## src/nhc_pkg.sv

```systemverilog
package nhc_pkg;
   // Command codes
   localparam logic [7:0] CMD_SERIAL_IN = 8'h80;
   localparam logic [7:0] CMD_PLANE2_IN = 8'h81;
   localparam logic [7:0] CMD_PROG = 8'h10;
   localparam logic [7:0] CMD_PROG_PLANE = 8'h11;
   localparam logic [7:0] CMD_PROG_CACHE = 8'h15;
   localparam logic [7:0] CMD_READ_END = 8'h3f;
   localparam logic [7:0] CMD_STATUS = 8'h70;
   localparam logic [7:0] CMD_RESET = 8'hff;
   localparam int STATUS_RDY_BIT = 6;
   localparam logic [12:0] COL_LAST = 13'h10ff;
   localparam int PARTIAL_MAX = 4;
   // Timing, in ns (reset recovery in us), and derived cycles at 100 MHz
   localparam int CLK_NS = 10;
   localparam int T_WC_NS = 25;
   localparam int T_WB_NS = 100;
   localparam int T_WHR_NS = 60;
   localparam int T_REA_NS = 20;
   localparam int T_RHW_NS = 30;
   localparam int WC_CYC = (T_WC_NS + CLK_NS - 1) / CLK_NS;
   localparam int WB_CYC = (T_WB_NS + CLK_NS - 1) / CLK_NS;
   localparam int WHR_CYC = (T_WHR_NS + CLK_NS - 1) / CLK_NS;
   localparam int REA_CYC = (T_REA_NS + CLK_NS - 1) / CLK_NS;
   localparam int RHW_CYC = (T_RHW_NS + CLK_NS - 1) / CLK_NS;
   localparam int RST_US = 500;
   localparam int RST_CYC = RST_US * 1000 / CLK_NS;

   typedef enum logic [1:0] {
      NHC_OP_CMD,
      NHC_OP_ADDR,
      NHC_OP_WDATA,
      NHC_OP_RDATA
   } nhc_op_type;

   typedef struct packed {
      nhc_op_type op;
      logic [7:0] data;
      logic [12:0] col;
   } nhc_req_type;

   typedef struct packed {
      logic cle;
      logic ale;
      logic ce_n;
      logic we_n;
      logic read_strobe_n;
   } nhc_pins_type;
endpackage : nhc_pkg

```

## src/nhc_host.sv

```systemverilog
// Overview of operation
// - At most four partial programs per page; the host counts 10h confirms on all pages and clears the count only on reset
// - End cached reads with final-read command
// - Never drive bus while device outputs
// - Data columns never beyond 4351
// - Single plane cache ends 80h then 10h
// - Cache-confirm end: poll status, then reset
// - Multi page cache ends 81h then 10h
// - Multi-page cache-confirm end: poll, then reset
module nhc_host #(
   parameter int RST_WAIT = nhc_pkg::RST_CYC
) (
   // Clock and reset
   input wire logic clock_i,
   input wire logic rstn_i,
   // Request port
   input wire logic req_valid_i,
   input wire nhc_pkg::nhc_req_type req_i,
   output logic req_ready_o,
   output logic rdata_valid_o,
   output logic [7:0] rdata_o,
   output logic refused_o,
   output logic need_reset_o,
   // Flash pins
   output nhc_pkg::nhc_pins_type pins_o,
   input wire logic ready_busy_n_i,
   input wire logic [7:0] io_i,
   output logic [7:0] io_o,
   output logic io_oe_o
);
   import nhc_pkg::*;

   // The wait counter is 20 bits wide, so longer recoveries cannot be served
   if (RST_WAIT < 1 || RST_WAIT > 32'h000fffff) begin : g_bad_wait
      $error("RST_WAIT must fit the 20-bit wait counter");
   end

   typedef enum {ST_IDLE, ST_WLOW, ST_WHIGH, ST_RLOW, ST_RHIGH,
      ST_WB} nhc_state_type;

   nhc_state_type state_r;
   nhc_pins_type pins_r;
   logic [7:0] io_r;
   logic oe_r;
   logic [7:0] rdata_r;
   logic rvalid_r;
   logic refused_r;
   logic [19:0] cnt_r;
   logic [2:0] partial_r;
   logic reset_due_r;
   logic status_mode_r;
   logic last_cache_r;
   logic rb_sync;

   nhc_sync u_sync (
      .clock_i(clock_i),
      .rstn_i(rstn_i),
      .async_i(ready_busy_n_i),
      .sync_o(rb_sync)
   );

   // Request classification
   wire is_cmd = req_i.op == NHC_OP_CMD;
   wire is_status = is_cmd && req_i.data == CMD_STATUS;
   wire is_reset = is_cmd && req_i.data == CMD_RESET;
   wire is_prog = is_cmd && req_i.data == CMD_PROG;
   wire is_cache = is_cmd && req_i.data == CMD_PROG_CACHE;
   wire is_data_in = is_cmd && (req_i.data == CMD_SERIAL_IN ||
      req_i.data == CMD_PLANE2_IN);
   wire is_rd_status = req_i.op == NHC_OP_RDATA && status_mode_r;
   wire bypass_busy = is_status || is_reset || is_rd_status;
   wire col_bad = req_i.op == NHC_OP_WDATA && req_i.col > COL_LAST;
   wire busy_block = !rb_sync && !bypass_busy;
   wire reset_block = reset_due_r && !is_reset && !is_status &&
      !is_rd_status;
   wire part_block = is_prog && partial_r >= 3'(PARTIAL_MAX);
   wire refuse = col_bad || busy_block || reset_block || part_block;
   wire idle = state_r == ST_IDLE;
   wire accept = idle && req_valid_i && !refuse;
   wire rd_req = req_i.op == NHC_OP_RDATA;

   assign req_ready_o = idle;
   assign pins_o = pins_r;
   assign io_o = io_r;
   assign io_oe_o = oe_r;
   assign rdata_o = rdata_r;
   assign rdata_valid_o = rvalid_r;
   assign refused_o = refused_r;
   assign need_reset_o = reset_due_r;

   always_ff @(posedge clock_i) begin
      if (!rstn_i) begin
         state_r <= ST_IDLE;
         pins_r <= '{cle: 1'b0, ale: 1'b0, ce_n: 1'b1, we_n: 1'b1,
            read_strobe_n: 1'b1};
         io_r <= 8'h00;
         oe_r <= 1'b0;
         rdata_r <= 8'h00;
         rvalid_r <= 1'b0;
         refused_r <= 1'b0;
         cnt_r <= '0;
         partial_r <= '0;
         reset_due_r <= 1'b0;
         status_mode_r <= 1'b0;
         last_cache_r <= 1'b0;
      end else begin
         rvalid_r <= 1'b0;
         refused_r <= idle && req_valid_i && refuse;
         case (state_r)
            ST_IDLE: begin
               if (accept) begin
                  pins_r.ce_n <= 1'b0;
                  pins_r.cle <= is_cmd;
                  pins_r.ale <= req_i.op == NHC_OP_ADDR;
                  if (rd_req) begin
                     oe_r <= 1'b0;
                     pins_r.read_strobe_n <= 1'b0;
                     cnt_r <= 20'(REA_CYC);
                     state_r <= ST_RLOW;
                  end else begin
                     io_r <= req_i.data;
                     oe_r <= 1'b1;
                     pins_r.we_n <= 1'b0;
                     cnt_r <= 20'(WC_CYC);
                     state_r <= ST_WLOW;
                  end
                  if (is_cmd) begin
                     status_mode_r <= is_status;
                  end
                  if (is_data_in) begin
                     last_cache_r <= 1'b0;
                  end
                  if (is_cache) begin
                     last_cache_r <= 1'b1;
                  end
                  if (is_prog) begin
                     partial_r <= partial_r + 3'h1;
                     last_cache_r <= 1'b0;
                  end
                  if (is_reset) begin
                     reset_due_r <= 1'b0;
                     // Forget the cached end, or the next ready status
                     // would demand a reset all over again
                     last_cache_r <= 1'b0;
                     partial_r <= '0;
                  end
               end
            end
            ST_WLOW: begin
               cnt_r <= cnt_r - 20'h1;
               if (cnt_r == 20'h1) begin
                  pins_r.we_n <= 1'b1;
                  cnt_r <= is_cmd_done(pins_r.cle, io_r, RST_WAIT);
                  state_r <= ST_WB;
               end
            end
            ST_WB: begin
               // Keeps the bus quiet through the busy onset window
               cnt_r <= cnt_r - 20'h1;
               if (cnt_r <= 20'h1) begin
                  pins_r.cle <= 1'b0;
                  pins_r.ale <= 1'b0;
                  oe_r <= 1'b0;
                  state_r <= ST_IDLE;
               end
            end
            ST_RLOW: begin
               cnt_r <= cnt_r - 20'h1;
               if (cnt_r == 20'h1) begin
                  rdata_r <= io_i;
                  rvalid_r <= 1'b1;
                  pins_r.read_strobe_n <= 1'b1;
                  if (status_mode_r && last_cache_r &&
                        io_i[STATUS_RDY_BIT]) begin
                     reset_due_r <= 1'b1;
                  end
                  cnt_r <= 20'(RHW_CYC);
                  state_r <= ST_RHIGH;
               end
            end
            default: begin
               // Long strobe-high gap lets the device release the bus
               cnt_r <= cnt_r - 20'h1;
               if (cnt_r == 20'h1) begin
                  state_r <= ST_IDLE;
               end
            end
         endcase
      end
   end

   // Post-write wait: reset waits its full recovery, others tWB/tWHR
   function automatic logic [19:0] is_cmd_done(input logic cle,
         input logic [7:0] d, input int rw);
      int w;
      w = WB_CYC > WHR_CYC ? WB_CYC : WHR_CYC;
      if (cle && d == CMD_RESET) begin
         w = rw;
      end
      return 20'(w);
   endfunction : is_cmd_done

   property p_no_contention;
      @(posedge clock_i) disable iff (!rstn_i)
         !pins_r.read_strobe_n |-> !oe_r;
   endproperty
   a_no_contention: assert property (p_no_contention)
      else $error("Host drives bus during read");

   property p_col_limit;
      @(posedge clock_i) disable iff (!rstn_i)
         req_valid_i && req_i.op == NHC_OP_WDATA && req_i.col > COL_LAST
         && idle |=> refused_o && state_r == ST_IDLE;
   endproperty
   a_col_limit: assert property (p_col_limit)
      else $error("Column past page end was not refused");

   property p_busy_wait;
      @(posedge clock_i) disable iff (!rstn_i)
         idle && req_valid_i && !rb_sync && req_i.op == NHC_OP_WDATA
         |=> state_r == ST_IDLE;
   endproperty
   a_busy_wait: assert property (p_busy_wait)
      else $error("Data accepted while busy");

   property p_partial;
      @(posedge clock_i) disable iff (!rstn_i)
         partial_r <= 3'(PARTIAL_MAX);
   endproperty
   a_partial: assert property (p_partial)
      else $error("Partial program count exceeded");

   property p_reset_gate;
      @(posedge clock_i) disable iff (!rstn_i)
         reset_due_r && idle && req_valid_i && req_i.op == NHC_OP_ADDR
         |=> refused_o;
   endproperty
   a_reset_gate: assert property (p_reset_gate)
      else $error("Operation allowed before required reset");

   property p_strobe_width;
      @(posedge clock_i) disable iff (!rstn_i)
         $fell(pins_r.we_n) |-> !pins_r.we_n [*3];
   endproperty
   a_strobe_width: assert property (p_strobe_width)
      else $error("Write strobe too short");

   property p_read_cycle;
      @(posedge clock_i) disable iff (!rstn_i)
         $fell(pins_r.read_strobe_n) |-> ##[1:3] rvalid_r;
   endproperty
   a_read_cycle: assert property (p_read_cycle)
      else $error("Read cycle did not deliver data");

   property p_status_bit;
      @(posedge clock_i) disable iff (!rstn_i)
         state_r == ST_RLOW && cnt_r == 20'h1 && status_mode_r &&
         last_cache_r && io_i[STATUS_RDY_BIT] |=> reset_due_r;
   endproperty
   a_status_bit: assert property (p_status_bit)
      else $error("Ready status did not demand reset");

   c_write: cover property (@(posedge clock_i) $rose(pins_r.we_n));
   c_read: cover property (@(posedge clock_i) rvalid_r);
   c_refuse: cover property (@(posedge clock_i) refused_r);
   c_need_reset: cover property (@(posedge clock_i) $rose(reset_due_r));
endmodule : nhc_host

```

## src/nhc_sync.sv

```systemverilog
module nhc_sync (
   // Clock and reset
   input wire logic clock_i,
   input wire logic rstn_i,
   // Asynchronous level
   input wire logic async_i,
   output logic sync_o
);
   logic s1_r;
   logic s2_r;
   logic s3_r;
   always_ff @(posedge clock_i) begin
      if (!rstn_i) begin
         s1_r <= 1'b1;
         s2_r <= 1'b1;
         s3_r <= 1'b1;
         sync_o <= 1'b1;
      end else begin
         s1_r <= async_i;
         s2_r <= s1_r;
         s3_r <= s2_r;
         // Change counts once two late stages agree
         if (s2_r == s3_r) begin
            sync_o <= s3_r;
         end
      end
   end
endmodule : nhc_sync

```

## config.mk

```make
export PLATFORM = sky130hd
export DESIGN_NAME = nhc_host
export DESIGN_NICKNAME = d
export VERILOG_FILES = /design/src/nhc_pkg.sv /design/src/nhc_host.sv /design/src/nhc_sync.sv
export SDC_FILE = /design/constraint.sdc
export NUM_CORES = 1
export LEC_CHECK = 0
export ABC_CLOCK_PERIOD_IN_PS = 2800
export BUFFER_PORTS_ARGS = -buffer_cell sky130_fd_sc_hd__buf_2
export CAP_MARGIN = 10
export CORE_UTILIZATION = 54
export DETAILED_ROUTE_END_ITERATION = 7
export PLACE_DENSITY = 0.91
export SETUP_SLACK_MARGIN = 0.05
export SLEW_MARGIN = 20
export SYNTH_ARGS = -nofsm -noshare
export SYNTH_HDL_FRONTEND = slang
export SYNTH_SLANG_ARGS = --single-unit
```

## constraint.sdc

```tcl
create_clock -name clock_i -period 2.8 [get_ports clock_i]
set_clock_uncertainty 0.05 [all_clocks]
set_input_delay 0.28 -clock clock_i [delete_from_list [all_inputs] [get_ports clock_i]]
set_output_delay 0.28 -clock clock_i [all_outputs]
set_load 0.005 [all_outputs]
```

==> key figures <==
Outcome
  • Status: completed

Route
  • Via count: 2,903
  • DR vias/cell: 6.112
  • Number of DRC markers in iteration 0: 221
  • Number of remaining DRC errors: 0
  • Remaining antenna violation count: 0
  • TritonRoute pass-1 iters: 5
  • Total Routed Length: 7019 um
  • Post-DR wirelength/cell: 14.78 um

Power and ir drop
  • Maximum vdd ir drop: 0.6751 mV
  • Leakage: 1.502 nW
  • Power per standard cell area: 1097 nW/um^2

Synth
  • Mean Syn Cell Area: 8.223 sq um
  • Post-synth EDFFs: 0
  • Syn nets: 386
  • Mapped Area: 2861 sq um
  • Ys Warns: 0
  • Synth async-reset ratio: 0%
  • Number of synthesized register bits: 57
  • Top_reg_cell synth: dfxtp_1
  • Seq/Total Area, Yosys: 39.88%
  • Share of the synthesized area in the top cell type: 39.88%
  • Synth unique cells: 61
  • Synth Instances: 348
  • Yosys top cell by area: dfxtp_1
  • Ranking of synthesized cells by area: dfxtp_1 40%, a21oi_1 5.6%, nand2_1 5.4%, nor2_1 4.6%, mux2i_1 2.8%

Clocking
  • Clock latency at the later pin of the worst-skew pair: 0.34 ns
  • Clk buf depth: 2
  • Hold buffers post-CTS: 0
  • Cts bufs inserted: 9
  • Clock Sinks: 57
  • Setup Buffers After CTS: 0
  • CTS tree: done
  • H-tree levels: 3
  • Root Driver: clkbuf_8
  • Clock Pin Slew Worst Setup and Hold Paths: 0.06 ns
  • Gates resized, CTS repair: 0

Setup path
  • Critical path launch point type: register
  • Critical path capture point type: register
  • Critical register-to-register path endpoint: cnt_r[4]
  • Critical path start-end classification: reg -> reg
  • Highest-delay cell along the critical path: or4_4
  • FF-to-FF path depth: 6
  • Slowest stage delay, CP: 0.61 ns
  • Worst Path Required: 2.98 ns
  • FF-to-FF Start: cnt_r[4]
  • Largest fanout on the critical path: 11
  • CP cell instances: or4_4, nor4_4, nand3_2, o211ai_2, a21oi_1, o22a_2
  • CP Data Arrival Time: 2.74 ns
  • R2R setup slack: 0.24 ns

Placed design
  • Gpl congestion: 0.8872
  • Placed cell areas: 3184 sq um
  • Placed wire-length estimate: 5033 um
  • Buffers on Ports: 52
  • DP Worst Slack: 0.2889 ns

Timing
  • Fin crit share: 91.51%
  • Slack of the critical path: 0.2376 ns
  • Hold Vio Cnt, Final: 0
  • Final setup fails: 0
  • RSZ-0062 raised after global routing: no
  • Min Tclk post-route: 2.562 ns
  • Slew at the pin closest to its max-slew limit: 0.8294 ns
  • Max transition margin: 44.46%
  • Setup TNS: 0 ns
  • Final Slew Violations: 0
  • Fmax: 0.3903 GHz

GRT
  • Initial antenna violation count: 0
  • Routing usage on met3: 7.095%
  • GR Layer Usage met2: 42.64%
  • Overflow after GRT: 0
  • GRT Resource Usage Total: 25.98%
  • Largest net degree at the start of global routing: 31
  • Grt met1 use: 31.53%
  • Layer with the highest usage: met2
  • Vias in the first global route: 2,449
  • First-pass GRT wire length: 10,930 um

Hold path
  • WHS Endpoint: u_sync.s1_r
  • Hold Path Stages: 2
  • Worst hold start: ready_busy_n_i
  • Worst Hold Class: in -> reg

Finish
  • Nets@finish: 438
  • Syn-to-layout area delta: 18.45%
  • Fin area: 3390 sq um
  • Number of fill cells: 408
  • Share of layout cells above drive strength 1: 22.72%
  • Antenna diodes: 0

Floorplan
  • Rows: 26
  • Die Height: 74.80 um
  • Starting Density: 56.03%
  • I/O pins: 61
  • Die ar.: 5594 sq um
  • Die span in x: 74.80 um
  • Core area: 5107 sq um

Run
  • Max-cap violations: 0
## logic make-up after synthesis
family                     count (synthesis)  share of synthesized area (%)
muxes                                      8                          2.799
xor gates and xnor gates                   1                         0.3061
DFF                                       57                          39.88
AOI/OAI and AO/OA                         95                          22.56
and+or+nand+nor                          158                          29.38
buffers and inverters                     26                          3.760
adders and majority gates                  3                          1.312
## through the flow
stage	util [%]	hold WS, ns	instances	total power (W)
floorplan	-	0.3310	348	0.002474
detailed placement	62.35	0.3494	459	0.002899
global placement	62.35	0.3401	459	0.002832
global route	66.36	0.07564	475	0.003957
finish	66.36	0.07014	475	0.003718
CTS	66.36	0.06799	475	0.003684
## registers in the layout (all words and copies together) (netlist names)
name and cells:
rdata_o 8, refused_o 1, u_sync.s2_r 1, need_reset_o 1, cnt_r 20, last_cache_r 1, u_sync.s3_r 1, partial_r 3
pins_o 5, io_o 8, u_sync.sync_o 1, status_mode_r 1, u_sync.s1_r 1, state_r 3, io_oe_o 1, rdata_valid_o 1
## report_power, final
group	internal [W]	switching, W
sequential	0.000949	0.000155
clock	0.000456	0.000329
combinational	0.000701	0.00113
total	0.00211	0.00161
## critical path: cells and delay by family, from the launching register on
kind / cells / cell delay (ns)
AO/OA/AOI/OAI: 3 / 0.82
flip-flops: 1 / 0.36
AND/OR/NAND/NOR: 3 / 1.23
## per-layer routing
metal / wire [um] / vias to the layer above
met5: 0 / -
met4: 142 / 0
met3: 517 / 16
met2: 3273 / 135
met1: 3085 / 1353
li1: - / 1399
## area by class of cell
cell class	count	area (sq um)	area share [%]
multi-input combinational	265	1613	47.58
sequential	57	1141	33.67
timing repair buffer	59	312.8	9.228
clock buffer	11	151.4	4.467
tap	70	87.58	2.584
clock inverter	5	53.80	1.587
inverter	8	30.03	0.8859
## cells in the final DEF, fill, tap and decap left out, types with 3 or more instances in the layout
| cell | n |
|---|---|
| a211o_1 | 3 |
| a211oi_1 | 4 |
| a21oi_1 | 32 |
| a31oi_1 | 8 |
| and2_1 | 3 |
| and3_1 | 6 |
| and4_1 | 3 |
| buf_2 | 52 |
| buf_4 | 7 |
| clkbuf_8 | 11 |
| clkinv_2 | 3 |
| dfxtp_1 | 57 |
| ha_1 | 3 |
| inv_1 | 7 |
| mux2i_1 | 8 |
| nand2_1 | 41 |
| nand2b_1 | 4 |
| nand3_1 | 11 |
| nand4_1 | 6 |
| nor2_1 | 35 |
| nor3_1 | 13 |
| nor4_1 | 7 |
| o211ai_1 | 3 |
| o21a_1 | 3 |
| o21ai_0 | 11 |
| o22a_1 | 4 |
| o31ai_1 | 3 |
| o41ai_1 | 3 |
| or3_1 | 8 |
| or4_1 | 3 |
## worst max-delay path by stage
stage                     startpoint        end  slack (ns)  cells past startpoint
after floorplan             cnt_r[0]  cnt_r[17]        0.49                      7
after global routing        cnt_r[4]  cnt_r[15]        0.12                      6
after CTS                   cnt_r[4]   cnt_r[4]        0.27                      6
after global placement      cnt_r[4]   cnt_r[4]        0.36                      6
after detailed placement    cnt_r[4]   cnt_r[4]        0.29                      6
final                       cnt_r[4]   cnt_r[4]        0.24                      6
## synth_stat cells, types with 4 or more instances
master     n
dfxtp_1   57
nor3_1    13
and3_1     6
a21oi_1   32
inv_1      7
a31oi_1    8
nand3_1   11
o21ai_0   11
or3_1      8
nor2_1    35
nand2_1   41
nand2b_1   4
nand4_1    6
nor4_1     7
o22a_1     4
clkbuf_1  13
a211oi_1   4
mux2i_1    8
No activity file was read; power rests on OpenSTA's default activity.
